$ cat src/rwdt_pkg.sv
package rwdt_pkg;
  // register offsets (printed offsets are not multiples of four: they are indices)
  localparam logic [15:0] MODE_IDX = 16'h0300;
  localparam logic [15:0] CMD_IDX = 16'h0301;
  localparam logic [15:0] IRQ_STAT_IDX = 16'h0302;
  localparam logic [15:0] IRQ_MASK_IDX = 16'h0303;
  localparam logic [15:0] STATUS_IDX = 16'h0304;
  localparam int ADDR_W = 18;
  localparam logic [17:0] MODE_ADDR = {MODE_IDX, 2'b00};
  localparam logic [17:0] CMD_ADDR = {CMD_IDX, 2'b00};
  localparam logic [17:0] IRQ_STAT_ADDR = {IRQ_STAT_IDX, 2'b00};
  localparam logic [17:0] IRQ_MASK_ADDR = {IRQ_MASK_IDX, 2'b00};
  localparam logic [17:0] STATUS_ADDR = {STATUS_IDX, 2'b00};
  // mode register fields
  localparam int MODE_EN_BIT = 7;
  localparam int MODE_PSEL_HI = 6;
  localparam int MODE_PSEL_LO = 5;
  localparam int MODE_I2_BIT = 2;
  localparam int MODE_RC_BIT = 1;
  localparam logic [7:0] MODE_WMASK = 8'hE6;
  localparam logic [7:0] MODE_RST = 8'h80;
  // command keys
  localparam logic [7:0] KEY_DISABLE = 8'hB1;
  localparam logic [7:0] KEY_CLEAR = 8'h4E;
  // counter
  localparam int CNT_W = 22;
  localparam int TAP0 = 15;
  localparam int TAP1 = 17;
  localparam int TAP2 = 19;
  localparam int TAP3 = 21;
  // internal reset pulse, in states (one state = one system clock cycle)
  localparam int RST_STATES = 22;
  localparam logic [4:0] RST_LEN = 5'(RST_STATES);
  // interrupt status bits
  localparam int IRQ_W = 2;
  localparam int IRQ_OVF = 0;
  localparam int IRQ_RST = 1;
  localparam logic [31:0] BAD_ADDR_DATA = 32'h0000_0000;
  typedef enum logic [1:0] {
    RWDT_ST_RUN = 2'b00,
    RWDT_ST_OFF = 2'b01,
    RWDT_ST_RST = 2'b10
  } rwdt_state_t;
  function automatic logic [CNT_W-1:0] rwdt_tap_mask(input logic [1:0] sel);
    case (sel)
      2'b00: rwdt_tap_mask = CNT_W'(1) << TAP0;
      2'b01: rwdt_tap_mask = CNT_W'(1) << TAP1;
      2'b10: rwdt_tap_mask = CNT_W'(1) << TAP2;
      default: rwdt_tap_mask = CNT_W'(1) << TAP3;
    endcase
  endfunction : rwdt_tap_mask
endpackage : rwdt_pkg

$ cat src/rwdt_counter.sv
`timescale 1ns/1ps
module rwdt_counter
  import rwdt_pkg::*;
(
  input wire logic pclk,
  input wire logic presetn,
  input wire logic run,
  input wire logic clear,
  input wire logic [1:0] period_select,
  output logic overflow,
  output logic [rwdt_pkg::CNT_W-1:0] count
);
  logic [CNT_W-1:0] cnt_r;
  logic [CNT_W-1:0] cnt_nxt;
  logic [CNT_W-1:0] tap;
  logic ovf_nxt;
  logic ovf_r;

  always_comb begin
    tap = rwdt_tap_mask(period_select);
    cnt_nxt = cnt_r;
    ovf_nxt = 1'b0;
    if (clear) begin
      cnt_nxt = '0;
    end else if (run) begin
      // overflow after exactly tap running cycles from a clear
      if (((cnt_r + CNT_W'(1)) & (tap - CNT_W'(1))) == '0) begin
        ovf_nxt = 1'b1;
        cnt_nxt = '0;
      end else begin
        cnt_nxt = cnt_r + CNT_W'(1);
      end
    end
  end

  always_ff @(posedge pclk or negedge presetn) begin
    if (!presetn) begin
      cnt_r <= '0;
      ovf_r <= 1'b0;
    end else begin
      cnt_r <= cnt_nxt;
      ovf_r <= ovf_nxt;
    end
  end

  assign overflow = ovf_r;
  assign count = cnt_r;
endmodule : rwdt_counter

$ cat src/rwdt_runaway_watchdog.sv
// Design decision made here: the APB interface to the registers.
`timescale 1ns/1ps
module rwdt_runaway_watchdog
  import rwdt_pkg::*;
(
  input wire logic pclk,
  input wire logic presetn,
  input wire logic psel,
  input wire logic penable,
  input wire logic pwrite,
  input wire logic [rwdt_pkg::ADDR_W-1:0] paddr,
  input wire logic [31:0] pwdata,
  output logic [31:0] prdata,
  output logic pready,
  output logic pslverr,
  input wire logic idle_one_mode,
  input wire logic idle_two_mode,
  input wire logic stop_mode,
  output logic watchdog_overflow_irq,
  output logic internal_reset_req,
  output logic irq
);
  rwdt_state_t st_r;
  rwdt_state_t st_nxt;
  logic [7:0] mode_r;
  logic [7:0] mode_nxt;
  logic [IRQ_W-1:0] stat_r;
  logic [IRQ_W-1:0] stat_nxt;
  logic [IRQ_W-1:0] mask_r;
  logic [IRQ_W-1:0] mask_nxt;
  logic [4:0] rcnt_r;
  logic [4:0] rcnt_nxt;
  logic [31:0] prdata_r;
  logic [31:0] prdata_nxt;
  logic pready_r;
  logic pready_nxt;
  logic pslverr_r;
  logic pslverr_nxt;
  logic nmi_r;
  logic nmi_nxt;
  logic rstreq_r;
  logic rstreq_nxt;
  logic irq_r;
  logic irq_nxt;
  // one-hot register selects; a new register needs an entry here and in the decode
  localparam int SEL_W = 5;
  localparam int SEL_MODE = 0;
  localparam int SEL_CMD = 1;
  localparam int SEL_STAT = 2;
  localparam int SEL_MASK = 3;
  localparam int SEL_STATUS = 4;

  logic access;
  logic wr;
  logic rd;
  logic hit;
  logic cnt_run;
  logic cnt_clear;
  logic ovf;
  logic [CNT_W-1:0] count;
  logic key_clear;
  logic key_disable;
  logic [SEL_W-1:0] sel;
  logic [SEL_W-1:0] wr_sel;
  logic [SEL_W-1:0] rd_sel;
  logic stat_clear;
  logic rst_start;
  logic [IRQ_W-1:0] irq_event;
  logic [31:0] rd_word;

  // shared by the error flag, the writes, the read-clear and the keys
  function automatic logic [SEL_W-1:0] reg_select(input logic [ADDR_W-1:0] addr);
    logic [SEL_W-1:0] onehot;
    onehot = '0;
    case (addr)
      MODE_ADDR: onehot[SEL_MODE] = 1'b1;
      CMD_ADDR: onehot[SEL_CMD] = 1'b1;
      IRQ_STAT_ADDR: onehot[SEL_STAT] = 1'b1;
      IRQ_MASK_ADDR: onehot[SEL_MASK] = 1'b1;
      STATUS_ADDR: onehot[SEL_STATUS] = 1'b1;
      default: onehot = '0;
    endcase
    return onehot;
  endfunction : reg_select

  // only the full byte counts; a near miss from runaway code must do nothing
  function automatic logic is_key(input logic [31:0] data, input logic [7:0] key);
    return data[7:0] == key;
  endfunction : is_key

  // one wait state: pready is registered from the first access cycle
  assign access = psel && penable && !pready_r;
  assign wr = access && pwrite;
  assign rd = access && !pwrite;
  assign sel = reg_select(paddr);
  assign wr_sel = wr ? sel : '0;
  assign rd_sel = rd ? sel : '0;
  assign hit = |sel;

  // only the exact keys act; any other byte is ignored
  assign key_clear = wr_sel[SEL_CMD] && is_key(pwdata, KEY_CLEAR);
  assign key_disable = wr_sel[SEL_CMD] && is_key(pwdata, KEY_DISABLE);

  // a read of the status word clears it after this access
  assign stat_clear = rd_sel[SEL_STAT];

  // the reset cause bit marks only the first cycle of a watchdog reset
  assign rst_start = rstreq_nxt && !rstreq_r;
  assign irq_event[IRQ_OVF] = ovf;
  assign irq_event[IRQ_RST] = rst_start;

  // low-power gating: idle-1 and stop freeze, idle-2 follows its bit
  assign cnt_run = (st_r == RWDT_ST_RUN) && !idle_one_mode && !stop_mode
                   && (!idle_two_mode || mode_r[MODE_I2_BIT]);
  // pclk is the system clock; the gear/2 division sits upstream
  assign cnt_clear = key_clear || (st_r != RWDT_ST_RUN);

  rwdt_counter u_counter (
    .pclk(pclk),
    .presetn(presetn),
    .run(cnt_run),
    .clear(cnt_clear),
    .period_select(mode_r[MODE_PSEL_HI:MODE_PSEL_LO]),
    .overflow(ovf),
    .count(count)
  );

  always_comb begin
    st_nxt = st_r;
    rcnt_nxt = rcnt_r;
    rstreq_nxt = 1'b0;
    case (st_r)
      RWDT_ST_RUN: begin
        // disable needs the enable bit already clear when the key lands
        if (key_disable && !mode_r[MODE_EN_BIT]) begin
          st_nxt = RWDT_ST_OFF;
        end else if (ovf && mode_r[MODE_RC_BIT]) begin
          st_nxt = RWDT_ST_RST;
          rcnt_nxt = RST_LEN;
          rstreq_nxt = 1'b1;
        end
      end
      RWDT_ST_OFF: begin
        if (mode_r[MODE_EN_BIT]) begin
          st_nxt = RWDT_ST_RUN;
        end
      end
      RWDT_ST_RST: begin
        // fixed 22-state pulse, inside the allowed 22..29 window
        if (rcnt_r == 5'h01) begin
          st_nxt = RWDT_ST_RUN;
          rcnt_nxt = 5'h00;
        end else begin
          rcnt_nxt = rcnt_r - 5'h01;
          rstreq_nxt = 1'b1;
        end
      end
      default: begin
        st_nxt = RWDT_ST_RUN;
        rcnt_nxt = 5'h00;
      end
    endcase
  end

  always_ff @(posedge pclk or negedge presetn) begin
    if (!presetn) begin
      st_r <= RWDT_ST_RUN;
      rcnt_r <= 5'h00;
      rstreq_r <= 1'b0;
    end else begin
      st_r <= st_nxt;
      rcnt_r <= rcnt_nxt;
      rstreq_r <= rstreq_nxt;
    end
  end

  // mode register: unused bits are dropped so they always read zero
  always_comb begin
    mode_nxt = mode_r;
    if (wr_sel[SEL_MODE]) begin
      mode_nxt = pwdata[7:0] & MODE_WMASK;
    end
  end

  always_ff @(posedge pclk or negedge presetn) begin
    if (!presetn) begin
      mode_r <= MODE_RST;
    end else begin
      mode_r <= mode_nxt;
    end
  end

  // interrupt mask: gates only the summary line
  always_comb begin
    mask_nxt = mask_r;
    if (wr_sel[SEL_MASK]) begin
      mask_nxt = pwdata[IRQ_W-1:0];
    end
  end

  always_ff @(posedge pclk or negedge presetn) begin
    if (!presetn) begin
      mask_r <= '0;
    end else begin
      mask_r <= mask_nxt;
    end
  end

  // sticky status: an event in the cycle of the read-clear wins, so none is lost
  genvar gi;
  for (gi = 0; gi < IRQ_W; gi++) begin : g_stat
    assign stat_nxt[gi] = irq_event[gi] || (stat_r[gi] && !stat_clear);
  end

  always_ff @(posedge pclk or negedge presetn) begin
    if (!presetn) begin
      stat_r <= '0;
    end else begin
      stat_r <= stat_nxt;
    end
  end

  // read data: captured in the access cycle, stands with pready
  always_comb begin
    rd_word = BAD_ADDR_DATA;
    case (paddr)
      MODE_ADDR: rd_word = {24'h000000, mode_r};
      IRQ_STAT_ADDR: rd_word = {{(32 - IRQ_W){1'b0}}, stat_r};
      IRQ_MASK_ADDR: rd_word = {{(32 - IRQ_W){1'b0}}, mask_r};
      STATUS_ADDR: rd_word = {8'h00, st_r, count};
      // command register is write-only and reads as zero
      default: rd_word = BAD_ADDR_DATA;
    endcase
    prdata_nxt = rd ? rd_word : prdata_r;
  end

  always_ff @(posedge pclk or negedge presetn) begin
    if (!presetn) begin
      prdata_r <= '0;
    end else begin
      prdata_r <= prdata_nxt;
    end
  end

  // handshake: one pready pulse per transfer, error only on unmapped words
  always_comb begin
    pready_nxt = access;
    pslverr_nxt = access && !hit;
  end

  always_ff @(posedge pclk or negedge presetn) begin
    if (!presetn) begin
      pready_r <= 1'b0;
      pslverr_r <= 1'b0;
    end else begin
      pready_r <= pready_nxt;
      pslverr_r <= pslverr_nxt;
    end
  end

  // the nmi pulse ignores the mask
  always_comb begin
    nmi_nxt = ovf;
  end

  always_ff @(posedge pclk or negedge presetn) begin
    if (!presetn) begin
      nmi_r <= 1'b0;
    end else begin
      nmi_r <= nmi_nxt;
    end
  end

  // summary irq follows the next status so it rises with the sticky bit
  always_comb begin
    irq_nxt = |(stat_nxt & mask_nxt);
  end

  always_ff @(posedge pclk or negedge presetn) begin
    if (!presetn) begin
      irq_r <= 1'b0;
    end else begin
      irq_r <= irq_nxt;
    end
  end

  assign prdata = prdata_r;
  assign pready = pready_r;
  assign pslverr = pslverr_r;
  assign watchdog_overflow_irq = nmi_r;
  // request to the chip reset logic only; the reset pin is never driven
  assign internal_reset_req = rstreq_r;
  assign irq = irq_r;
endmodule : rwdt_runaway_watchdog

$ cat config.mk
export PLATFORM = sky130hd
export DESIGN_NAME = rwdt_runaway_watchdog
export DESIGN_NICKNAME = d
export VERILOG_FILES = /design/src/rwdt_pkg.sv /design/src/rwdt_counter.sv /design/src/rwdt_runaway_watchdog.sv
export SDC_FILE = /design/constraint.sdc
export NUM_CORES = 1
export LEC_CHECK = 0
export ABC_AREA = 1
export BUFFER_PORTS_ARGS = -buffer_cell sky130_fd_sc_hd__buf_2
export CORE_MARGIN = 1
export CORE_UTILIZATION = 25
export CTS_BUF_LIST = sky130_fd_sc_hd__clkbuf_4
export DETAILED_ROUTE_END_ITERATION = 8
export PLACE_DENSITY = 0.45
export SLEW_MARGIN = 20
export SYNTH_ARGS = -nofsm -noshare
export SYNTH_HDL_FRONTEND = slang
export SYNTH_HIERARCHICAL = 1
export SYNTH_SLANG_ARGS = --single-unit
$ cat constraint.sdc
create_clock -name pclk -period 2.5 [get_ports pclk]
set_clock_uncertainty 0.1 [all_clocks]
set_input_delay 0 -clock pclk [delete_from_list [all_inputs] [get_ports pclk]]
set_output_delay 0 -clock pclk [all_outputs]
set_load 0.02 [all_outputs]
==> results of run 1 <==
[final cells by class]
cell class / instances / area share, %
Multi-Input combinational cell: 395 / 39.5
Clock inverter: 7 / 2.25
Timing Repair Buffer: 96 / 12.6
Inverter: 78 / 5.72
Clock buffer: 9 / 1.32
Sequential cell: 68 / 33.3
Antenna cell: 1 / 0.0489
Tap cell: 216 / 5.28
[cell families (layout without fill, tap and decap cells)]
family,Yosys count,after routing
xor+xnor,4,4
fa+ha+maj,4,4
other cells,1,9
mux,3,3
buf+inv,96,190
simple gates,309,309
compound gates,67,67
flops,68,68
[worst paths after layout]
path / endpoint / depth (start not counted)
max: irq / 10
max reg2reg: u_counter/count[16] / 12
min in group asynchronous: u_counter/count[17] / 4
min: prdata[2] / 8
max in group asynchronous: mode_r[7] / 4
min reg2reg: watchdog_overflow_irq / 0
[power breakdown]
group / switching [W] / internal (W) / total, W
combinational: 0.000173 / 0.000105 / 0.000278
clock: 0.000436 / 0.000502 / 0.000938
sequential: 0.0000477 / 0.00113 / 0.00118
[critical path, cell delays in order]
cell	delay, ns
sky130_fd_sc_hd__dlygate4sd3_1	0.54
sky130_fd_sc_hd__buf_2	0.14
sky130_fd_sc_hd__nor3_1	0.26
sky130_fd_sc_hd__dlygate4sd3_1	0.60
sky130_fd_sc_hd__nand3_1	0.08
sky130_fd_sc_hd__dlygate4sd3_1	0.56
sky130_fd_sc_hd__o21ai_0	0.18
sky130_fd_sc_hd__nand2_1	0.09
sky130_fd_sc_hd__nand2_1	0.06
sky130_fd_sc_hd__nand2_1	0.05
[metrics by stage]
stage	hold WS, ns	total power [W]	std cells	setup WS [ns]
final	0.0537	0.00239	870	0.203
after global routing	0.0786	0.00252	869	0.0976
after CTS	0.0117	0.00244	870	0.103
after detailed placement	-0.0431	0.00146	826	0.360
after global placement	-0.0415	0.00145	826	0.348
after floorplan	-0.396	0.00136	559	0.535
[synthesized netlist by cell type (all sizes together)]
library cell  count  area share [%]
a2111oi           1            0.21
a21boi            1            0.18
a21oi             4            0.49
and2              1            0.15
buf              13             2.2
clkbuf            5            0.46
conb              1           0.092
dfrtp            67              41
dfstp             1            0.64
ha                4             1.2
inv              78             7.1
mux2              3             1.1
nand2           175              16
nand3            40             6.2
nand3b            2            0.37
nand4            15             3.1
nor2             71             8.9
nor3              2            0.24
nor3b             1            0.18
nor4              1            0.15
o21ai            37             4.6
o21bai            4            0.82
o22ai            16             2.4
o31ai             4            0.73
or2               1            0.15
xnor2             2            0.43
xor2              2            0.43
[registers in the layout, indices dropped and copies added, names as in the netlist]
register	cells
internal_reset_req	1
irq	1
mask_r	2
mode_r	5
prdata	24
pready	1
pslverr	1
rcnt_r	5
st_r	2
stat_r	2
u_counter/count	22
u_counter/overflow	1
watchdog_overflow_irq	1
[placed cells by master (no fill, tap or decap), types with 10 or more instances in the layout]
master,instances
sky130_fd_sc_hd__buf_2,62
sky130_fd_sc_hd__dfrtp_1,67
sky130_fd_sc_hd__dlygate4sd3_1,27
sky130_fd_sc_hd__inv_1,72
sky130_fd_sc_hd__nand2_1,169
sky130_fd_sc_hd__nand3_1,32
sky130_fd_sc_hd__nand4_1,11
sky130_fd_sc_hd__nor2_1,52
sky130_fd_sc_hd__nor2_2,11
sky130_fd_sc_hd__o21ai_0,10
sky130_fd_sc_hd__o21ai_1,26
sky130_fd_sc_hd__o22ai_1,16
[layer usage]
metal / share of wire (%) / wire length (um)
met2: 45 / 4810
met3: 3.9 / 413
met5: 0 / 0
met4: 3.0 / 321
met1: 48 / 5160
[what timing repair did]
item | CTS | global route
hold endpoints to repair | 106 | 0
setup endpoints to repair | 0 | 27
resized for setup | 0 | 0
hold buffers | 28 | 0
==> impl_table.tex, run 1 <==
\begin{tabular}{lr}
\hline
Metric & Value \\
\hline
\multicolumn{2}{l}{\textbf{Outcome}} \\
Outcome & completed \\
\multicolumn{2}{l}{\textbf{Clock tree}} \\
H-Tree Level Count & 3 \\
Clock edge transition at the registers on the reported setup and hold paths & roughly 0.12 ns \\
Cts bufs inserted & 9 \\
Maximum number of buffers from clock root to sink & 2 \\
Clock tree from TritonCTS & built \\
Buffers inserted by post-CTS timing repair & 0 \\
Clock root cell & sky130\_fd\_sc\_hd\_\_clkbuf\_4 \\
Later-pin clock latency in the skew report & $\sim$0.46 ns \\
Clock Sink Count & 68 \\
\multicolumn{2}{l}{\textbf{Synth}} \\
Count of state elements after synthesis & $\sim$70 \\
Average instance area after synthesis & about 7.4 um2 \\
Synthesized-area fraction occupied by ao, oa, aoi and oai cells & under 10\% \\
Post-synthesis instance total & 552 \\
Proportion of synthesized chip area in sequential cells & between 40\% and 50\% \\
Adder-Cell Fraction of Synth Area & under 10\% \\
Yosys synthesis warning count & 6 \\
Number of distinct library cells after synthesis & 41 \\
Parity-gate share of the synthesized area counting xor and xnor cells & 0.855\% \\
Area fraction in and, or, nand and nor cells after synthesis & a little over a third \\
Fraction of synthesized area in multiplexers & between 1 and 1.5\% \\
Area of the mapped netlist & about 0.0041 mm2 \\
Dominant combinational cell family by area after synthesis & simple AND/OR/NAND/NOR gates \\
\multicolumn{2}{l}{\textbf{Cells and area}} \\
Area growth from synthesis to layout & 24.8\% \\
Net count reported at finish & between 700 and 800 \\
Core utilization of the finished layout & about a third \\
Fraction of final layout cells with drive strength greater than 1 & between 20 and 25\% \\
Final std cell area, no fill & 0.00511 mm2 \\
Sequential cell area & about 0.0017 mm2 \\
Filler cell count in the final layout & 1746 \\
Area used by multi-input combinational logic & $\sim$0.0020 mm2 \\
\multicolumn{2}{l}{\textbf{Detailed routing}} \\
Antenna Nets Post-Route & 0 \\
Remaining design rule violation count & 0 \\
Per-cell routed wire length & approximately 12 um \\
Via density per instance & around 4.4 \\
Final routed wirelength across all metal layers & between 10000 and 15000 um \\
DR vias & about 3.8k \\
TritonRoute pass-1 iters & 4 \\
Detailed Route Iter0 Violations & just under 200 \\
\multicolumn{2}{l}{\textbf{Global routing}} \\
GRT met2 Usage & between 20\% and 30\% \\
Global routing usage on met1 & a little under a fifth \\
Global-route wire length before repair & around 18000 um \\
Routing usage on met3 & $\sim$2.2\% \\
Largest net degree at the start of global routing & just under 70 \\
Global routing's busiest layer & met2 \\
All-Layer GR Usage & a little over an eighth \\
Number of global-route vias before repair & roughly 3.6k \\
Number of antenna violations at the first check in global routing & 0 \\
Overflow left after global routing & 0 \\
\multicolumn{2}{l}{\textbf{Min path}} \\
Hold Startpoint & paddr[7] \\
Class of the tightest hold or removal check & input pin to register \\
\multicolumn{2}{l}{\textbf{Floorplan}} \\
Area of the core & about 0.016 mm2 \\
Number of standard-cell rows in the floorplan & 46 \\
Number of top-level pins & 95 \\
Die width & about 130 um \\
Die Ht & approximately 130 um \\
Starting density of the core & about a quarter \\
Die area & between 0.015 and 0.02 mm2 \\
\multicolumn{2}{l}{\textbf{Worst setup path}} \\
Kind of start point of the critical path & input pin \\
Kind of critical path & input pin to register \\
Type of element capturing the critical path & register \\
Worst Path Required & between 2 and 3 ns \\
Startpoint of the most critical register-to-register path & u\_counter/count[0] \\
Minimum setup slack among reg-to-reg paths & between 0.3 and 0.4 ns \\
Start point of the critical path & paddr[2] \\
Arrival time at the worst endpoint & approximately 2.6 ns \\
Max FO, Critical Path & 4 \\
\multicolumn{2}{l}{\textbf{Power}} \\
Ratio of total power to cell area & $\sim$470 mW/mm2 \\
Worst-case vdd ir drop & 0.173 mV \\
P\_leak & 2.50 nW \\
\multicolumn{2}{l}{\textbf{STA}} \\
Setup total negative slack & 0 ns \\
Final Cycle Share & between 90 and 100\% \\
Max-slew violation count & 0 \\
Min Tclk post-route & between 2 and 2.5 ns \\
Setup violations, final & 0 \\
Hold Violations, Final & 0 \\
Setup repair after global routing missed its margin & no \\
Achievable clock frequency & 0.435 GHz \\
\multicolumn{2}{l}{\textbf{Placed design}} \\
Area after DPL & 0.00466 mm2 \\
Count of buffers from port buffering & between 60 and 70 \\
GP Congestion & 0.850 \\
HPWL reported at the end of detailed placement & roughly 8000 um \\
\multicolumn{2}{l}{\textbf{Run}} \\
Total of max-cap violations & 0 \\
\hline
\end{tabular}
No activity file was read; power rests on OpenSTA's default activity.
==> run 2, diff against run 1 <==
--- a/config.mk
+++ b/config.mk
@@ -7,11 +7,13 @@
 export LEC_CHECK = 0
 export ABC_AREA = 1
 export BUFFER_PORTS_ARGS = -buffer_cell sky130_fd_sc_hd__buf_2
+export CELL_PAD_IN_SITES_DETAIL_PLACEMENT = 2
+export CELL_PAD_IN_SITES_GLOBAL_PLACEMENT = 2
 export CORE_MARGIN = 1
 export CORE_UTILIZATION = 25
 export CTS_BUF_LIST = sky130_fd_sc_hd__clkbuf_4
 export DETAILED_ROUTE_END_ITERATION = 8
-export PLACE_DENSITY = 0.45
+export PLACE_DENSITY = 0.7
 export SLEW_MARGIN = 20
 export SYNTH_ARGS = -nofsm -noshare
 export SYNTH_HDL_FRONTEND = slang
==> impl_table.tex, run 2 (same netlist as run 1, synthesis figures left out) <==
\begin{tabular}{lr}
\hline
Metric & Value \\
\hline
\multicolumn{2}{l}{\textbf{Global routing}} \\
Global-route wire length before repair & $\sim$22000 um \\
Overflow left after global routing & 0 \\
Routing usage on met3 & $\sim$2.5\% \\
Number of antenna violations at the first check in global routing & 1 \\
Global routing usage on met1 & 22.5\% \\
Largest net degree at the start of global routing & 32 \\
Global routing's busiest layer & met2 \\
Number of global-route vias before repair & $\sim$4.3k \\
All-Layer GR Usage & about 17\% \\
GRT met2 Usage & roughly 29\% \\
\multicolumn{2}{l}{\textbf{Worst setup path}} \\
Max FO, Critical Path & 6 \\
Kind of critical path & input pin to register \\
Type of element capturing the critical path & register \\
Kind of start point of the critical path & input pin \\
Arrival time at the worst endpoint & about 2.6 ns \\
Worst Path Required & 2.75 ns \\
Reg2Reg Depth & 12 \\
\multicolumn{2}{l}{\textbf{Detailed routing}} \\
DR vias & 3976 \\
TritonRoute pass-1 iters & 4 \\
Antenna Nets Post-Route & 0 \\
Detailed Route Iter0 Violations & 145 \\
Per-cell routed wire length & between 15 and 20 um \\
Remaining design rule violation count & 0 \\
Final routed wirelength across all metal layers & roughly 13000 um \\
Via density per instance & about 4.6 \\
\multicolumn{2}{l}{\textbf{Floorplan}} \\
Starting density of the core & 25.7\% \\
Die width & 130 um \\
Die Ht & roughly 130 um \\
Number of top-level pins & 95 \\
Die area & 0.0169 mm2 \\
Area of the core & roughly 0.016 mm2 \\
Number of standard-cell rows in the floorplan & 46 \\
\multicolumn{2}{l}{\textbf{Placed design}} \\
Placed Cells incl. Taps & roughly 830 \\
GP Congestion & 0.822 \\
Count of buffers from port buffering & 62 \\
HPWL reported at the end of detailed placement & approximately 10000 um \\
Area after DPL & 0.00466 mm2 \\
\multicolumn{2}{l}{\textbf{STA}} \\
Final Cycle Share & between 90\% and 100\% \\
Worst-case hold slack & between 0.05 and 0.06 ns \\
Setup repair after global routing missed its margin & no \\
Min Tclk post-route & approximately 2.4 ns \\
Achievable clock frequency & 0.420 GHz \\
Max-slew violation count & 0 \\
Hold Violations, Final & 0 \\
Worst Tran Pin Value & 0.786 ns \\
Setup total negative slack & 0 ns \\
Setup violations, final & 0 \\
Remaining max-slew budget at the tightest pin & approximately 48\% \\
\multicolumn{2}{l}{\textbf{Min path}} \\
Hold-critical path depth & 7 \\
Class of the tightest hold or removal check & input pin to register \\
\multicolumn{2}{l}{\textbf{Cells and area}} \\
Filler cell count in the final layout & around 1.9k \\
Area growth from synthesis to layout & 24.3\% \\
Fraction of final layout cells with drive strength greater than 1 & 20.9\% \\
Post-route non-filler standard cell count & between 800 and 900 \\
Final std cell area, no fill & between 0.005 and 0.006 mm2 \\
Commonest non-fill, non-tap cell in the layout & sky130\_fd\_sc\_hd\_\_nand2\_1 \\
Largest register FFs & 24 \\
Commonest cells after routing, fill and taps aside & sky130\_fd\_sc\_hd\_\_nand2\_1 (169), sky130\_fd\_sc\_hd\_\_inv\_1 (71), sky130\_fd\_sc\_hd\_\_dfrtp\_1 (67) \\
Net count reported at finish & 712 \\
\multicolumn{2}{l}{\textbf{Power}} \\
Overall power & around 0.0023 W \\
P\_leak & about 2.5 nW \\
Worst-case vdd ir drop & 0.226 mV \\
Ratio of total power to cell area & 453 mW/mm2 \\
\multicolumn{2}{l}{\textbf{Clock tree}} \\
Cts bufs inserted & 9 \\
Maximum number of buffers from clock root to sink & 2 \\
H-Tree Level Count & 3 \\
Clock tree from TritonCTS & built \\
Clock edge transition at the registers on the reported setup and hold paths & around 0.13 ns \\
Clock root cell & sky130\_fd\_sc\_hd\_\_clkbuf\_4 \\
Clock Sink Count & 68 \\
Later-pin clock latency in the skew report & 0.45 ns \\
\multicolumn{2}{l}{\textbf{Outcome}} \\
Outcome & completed \\
\multicolumn{2}{l}{\textbf{Run}} \\
Total of max-cap violations & 0 \\
\hline
\end{tabular}
## run 2: timing repair
item | in CTS | in global routing
endpoints found under the hold margin | 64 | 0
buffers inserted | 0 | 1
hold buffers | 26 | 0
setup endpoints to repair | 0 | 20
gates resized for setup | 0 | 3
## run 2: final timing paths
kind	from	to	slack, ns
setup / recovery	paddr[6]	mode_r[2]	0.12
hold / removal	paddr[0]	stat_r[1]	0.05
setup reg to reg	u_counter/count[1]	u_counter/count[21]	0.19
hold reg to reg	u_counter/overflow	watchdog_overflow_irq	0.36
max in group asynchronous	presetn	prdata[15]	1.40
min in group asynchronous	presetn	mode_r[6]	0.06
## run 2: area by class of cell
class / count / area (um2) / share of cell area (%)
multi-input combinational: 395 / 2020 / 39.6
sequential: 68 / 1700 / 33.4
timing repair buffer: 98 / 649 / 12.7
inverter: 78 / 293 / 5.75
tap: 216 / 270 / 5.30
clock inverter: 7 / 91.3 / 1.79
clock buffer: 9 / 67.6 / 1.33
antenna: 1 / 2.50 / 0.0491
## run 2: power breakdown
group	switching, W	leakage (nW)	internal (W)
sequential	0.0000586	0.935	0.00113
clock	0.000436	0.0772	0.000400
combinational	0.000183	1.50	0.000101
total	0.000678	2.51	0.00163
## run 2: per-stage QoR
step | worst slack (ns) | util [%]
2_1_floorplan | 0.535 | -
3_3_place_gp | 0.222 | 29.2
3_5_place_dp | 0.171 | 29.2
4_1_cts | 0.0358 | 31.9
5_1_grt | 0.0145 | 32.0
6_report | 0.119 | 32.0
## run 2: worst max-delay path, stage by stage
cell and delay [ns]:
sky130_fd_sc_hd__dlygate4sd3_1 0.53, sky130_fd_sc_hd__buf_2 0.13, sky130_fd_sc_hd__nor2_2 0.12, sky130_fd_sc_hd__dlygate4sd3_1 0.59, sky130_fd_sc_hd__nand3_2 0.10, sky130_fd_sc_hd__inv_2 0.11
sky130_fd_sc_hd__nand4_4 0.16, sky130_fd_sc_hd__mux2_4 0.33, sky130_fd_sc_hd__dlygate4sd3_1 0.55
## run 2: routing by layer
layer  vias to the layer above  wire length (um)
met5                         -                 0
met4                         0               231
met3                        15               297
met2                        45              6560
met1                      1970              6370
li1                       1946                 -
==> run 3, diff against run 2 <==
--- a/config.mk
+++ b/config.mk
@@ -7,13 +7,14 @@
 export LEC_CHECK = 0
 export ABC_AREA = 1
 export BUFFER_PORTS_ARGS = -buffer_cell sky130_fd_sc_hd__buf_2
-export CELL_PAD_IN_SITES_DETAIL_PLACEMENT = 2
-export CELL_PAD_IN_SITES_GLOBAL_PLACEMENT = 2
+export CELL_PAD_IN_SITES_DETAIL_PLACEMENT = 1
+export CELL_PAD_IN_SITES_GLOBAL_PLACEMENT = 1
 export CORE_MARGIN = 1
 export CORE_UTILIZATION = 25
 export CTS_BUF_LIST = sky130_fd_sc_hd__clkbuf_4
 export DETAILED_ROUTE_END_ITERATION = 8
-export PLACE_DENSITY = 0.7
+export PLACE_DENSITY = 0.58
+export SETUP_SLACK_MARGIN = 0.3
 export SLEW_MARGIN = 20
 export SYNTH_ARGS = -nofsm -noshare
 export SYNTH_HDL_FRONTEND = slang
==> impl_table.tex, run 3 (same netlist as run 1, synthesis figures left out) <==
\begin{tabular}{lr}
\hline
Metric & Value \\
\hline
\multicolumn{2}{l}{\textbf{Power}} \\
Net Switching & around 0.00070 W \\
Relative contribution of sequential cells to total power & between 40\% and 50\% \\
Ratio of total power to cell area & 452 mW/mm2 \\
P\_leak & about 2.6 nW \\
Overall power & about 0.0024 W \\
Clock power frac & 34.4\% \\
Cell internal power dissipation & 0.00170 W \\
Worst-case vdd ir drop & between 0.15 and 0.2 mV \\
Switch share & between 20 and 30\% \\
Relative contribution of combinational cells to total power & between 10\% and 20\% \\
\multicolumn{2}{l}{\textbf{Floorplan}} \\
Starting density of the core & between 20\% and 30\% \\
Die Ht & 130 um \\
Number of top-level pins & 95 \\
Area of the core & 0.0159 mm2 \\
Number of standard-cell rows in the floorplan & between 40 and 50 \\
Die area & 0.0169 mm2 \\
Die width & 130 um \\
\multicolumn{2}{l}{\textbf{Worst setup path}} \\
Library cell contributing the largest single delay on the critical path & sky130\_fd\_sc\_hd\_\_dfrtp\_2 \\
Kind of critical path & register to register \\
Arrival time at the worst endpoint & between 2 and 2.5 ns \\
Critical-path cell list & buf\_6, nand2\_4, nor2\_4, buf\_6, nand3\_2, nand2\_2, nand2\_2, nor2\_4, nand3\_4, nor2\_4, nand3\_4, nand2\_2, nand2\_2 \\
Minimum setup slack among reg-to-reg paths & roughly 0.36 ns \\
CP top delay family & simple AND/OR/NAND/NOR gates \\
Max FO, Critical Path & 7 \\
Type of element capturing the critical path & register \\
Count of cell instances traversed by the critical path & 13 \\
Reg2Reg Depth & 13 \\
Kind of start point of the critical path & register \\
Slowest stage delay, CP & around 0.45 ns \\
Worst Path Buf+Inv & 2 \\
Worst Path Required & between 2 and 3 ns \\
Critical Path Most Common Cell & sky130\_fd\_sc\_hd\_\_nand2\_2 \\
\multicolumn{2}{l}{\textbf{Placed design}} \\
GP Congestion & 0.834 \\
Post-placement setup slack & around 0.20 ns \\
Count of buffers from port buffering & 62 \\
HPWL reported at the end of detailed placement & approximately 9400 um \\
Placed Cells incl. Taps & between 800 and 900 \\
\multicolumn{2}{l}{\textbf{Global routing}} \\
Overflow left after global routing & 0 \\
Largest net degree at the start of global routing & 39 \\
Number of antenna violations at the first check in global routing & 1 \\
Number of global-route vias before repair & between 4k and 5k \\
All-Layer GR Usage & 16.1\% \\
Global-route wire length before repair & between 20000 and 25000 um \\
\multicolumn{2}{l}{\textbf{Outcome}} \\
Outcome & completed \\
\multicolumn{2}{l}{\textbf{Clock tree}} \\
Clock edge transition at the registers on the reported setup and hold paths & 0.12 ns \\
Clock Sink Count & 68 \\
Maximum number of buffers from clock root to sink & 2 \\
H-Tree Level Count & 3 \\
Clock tree from TritonCTS & built \\
Clock root cell & sky130\_fd\_sc\_hd\_\_clkbuf\_4 \\
Cts bufs inserted & 9 \\
Later-pin clock latency in the skew report & 0.43 ns \\
\multicolumn{2}{l}{\textbf{STA}} \\
Max-slew violation count & 0 \\
Setup total negative slack & 0 ns \\
Min Tclk post-route & 2.14 ns \\
Final Cycle Share & a little under nine tenths \\
Achievable clock frequency & approximately 0.47 GHz \\
Setup violations, final & 0 \\
Remaining max-slew budget at the tightest pin & approximately 46\% \\
Setup repair after global routing missed its margin & yes \\
Final setup slack of the worst path & between 0.3 and 0.4 ns \\
Worst Tran Pin Value & roughly 0.8 ns \\
Hold Violations, Final & 0 \\
\multicolumn{2}{l}{\textbf{Detailed routing}} \\
Antenna Nets Post-Route & 0 \\
Final routed wirelength across all metal layers & between 10000 and 15000 um \\
TritonRoute pass-1 iters & 4 \\
Detailed Route Iter0 Violations & about 150 \\
DR vias & 3970 \\
Via density per instance & 4.54 \\
Remaining design rule violation count & 0 \\
Per-cell routed wire length & 14.9 um \\
\multicolumn{2}{l}{\textbf{Min path}} \\
Hold-critical path depth & 7 \\
Class of the tightest hold or removal check & input pin to register \\
\multicolumn{2}{l}{\textbf{Cells and area}} \\
Post-route non-filler standard cell count & 875 \\
Commonest non-fill, non-tap cell in the layout & sky130\_fd\_sc\_hd\_\_nand2\_1 \\
Largest register FFs & 24 \\
Sequential cell area & 0.00172 mm2 \\
Commonest cells after routing, fill and taps aside & sky130\_fd\_sc\_hd\_\_nand2\_1 (153), sky130\_fd\_sc\_hd\_\_inv\_1 (72), sky130\_fd\_sc\_hd\_\_buf\_2 (62) \\
Net count reported at finish & between 700 and 800 \\
Area growth from synthesis to layout & 29.8\% \\
Fraction of final layout cells with drive strength greater than 1 & between 20 and 30\% \\
Area used by multi-input combinational logic & about 0.0022 mm2 \\
Filler cell count in the final layout & $\sim$2k \\
\multicolumn{2}{l}{\textbf{Run}} \\
Total of max-cap violations & 0 \\
\hline
\end{tabular}
==> run 3: changes by cell type in the layout (fill, tap and decap cells not counted), sizes merged <==
cell	change
clkbuf	+1
dlygate4sd3	-5
dlymetal6s4s	+1
nand3	+1
clkinv	-1
buf	+7
clkinvlp	-1
==> run 3: metal layers <==
metal | wire length (um) | vias to the layer above | GRT usage, %
met4 | 154 | 0 | 5.27
met1 | 6100 | 1942 | 20.9
met5 | 0 | - | 0
met3 | 310 | 11 | 1.93
li1 | - | 1961 | -
met2 | 6500 | 56 | 27.5
==> run 3: stage by stage <==
step                area, um2  utilization, %  hold slack, ns
floorplan                4120               -          -0.396
global placement         4670            29.3          0.0381
detailed placement       4670            29.3          0.0478
CTS                      5050            31.7          0.0396
global route             5320            33.4          0.0678
finish                   5320            33.4          0.0572
==> run 3: final timing paths <==
| path | from | endpoint |
|---|---|---|
| worst max-delay path | u_counter/count[1] | u_counter/count[1] |
| worst min-delay path | pwdata[4] | st_r[0] |
| worst max register to register | u_counter/count[1] | u_counter/count[1] |
| worst min register to register | u_counter/overflow | watchdog_overflow_irq |
| max in group asynchronous | presetn | mode_r[7] |
| min in group asynchronous | presetn | watchdog_overflow_irq |
==> run 3: repair_timing <==
action	in CTS	in global routing
pin swaps	0	17
endpoints found under the hold margin	55	0
setup buffers	0	10
hold buffers	22	0
setup endpoints to repair	23	20
resized for setup	3	55
cloned	0	1
==> run 3: cell type report <==
type,count,share of cell area [%]
Antenna cell,1,0.0470
Clock buffer,10,1.41
Clock inverter,5,1.46
Inverter,78,5.50
Multi-Input combinational cell,396,41.1
Sequential cell,68,32.3
Tap cell,216,5.08
Timing Repair Buffer,101,13.1
==> run 3: power by group through the flow <==
stage	Sequential (W)	Combinational (W)	Clock, W
3_3_place_gp	0.00120	0.000261	0
4_1_cts	0.00118	0.000291	0.000864
5_1_grt	0.00121	0.000411	0.000900
6_report	0.00120	0.000377	0.000826
2_1_floorplan	0.00119	0.000171	0
3_5_place_dp	0.00120	0.000269	0
==> run 3: worst reg2reg max path: stages (launching register included) <==
cell	delay [ns]
sky130_fd_sc_hd__dfrtp_2	0.45
sky130_fd_sc_hd__buf_6	0.12
sky130_fd_sc_hd__nand2_4	0.05
sky130_fd_sc_hd__nor2_4	0.24
sky130_fd_sc_hd__buf_6	0.14
sky130_fd_sc_hd__nand3_2	0.08
sky130_fd_sc_hd__nand2_2	0.09
sky130_fd_sc_hd__nand2_2	0.06
sky130_fd_sc_hd__nor2_4	0.14
sky130_fd_sc_hd__nand3_4	0.10
sky130_fd_sc_hd__nor2_4	0.16
sky130_fd_sc_hd__nand3_4	0.16
sky130_fd_sc_hd__nand2_2	0.11
sky130_fd_sc_hd__nand2_2	0.05
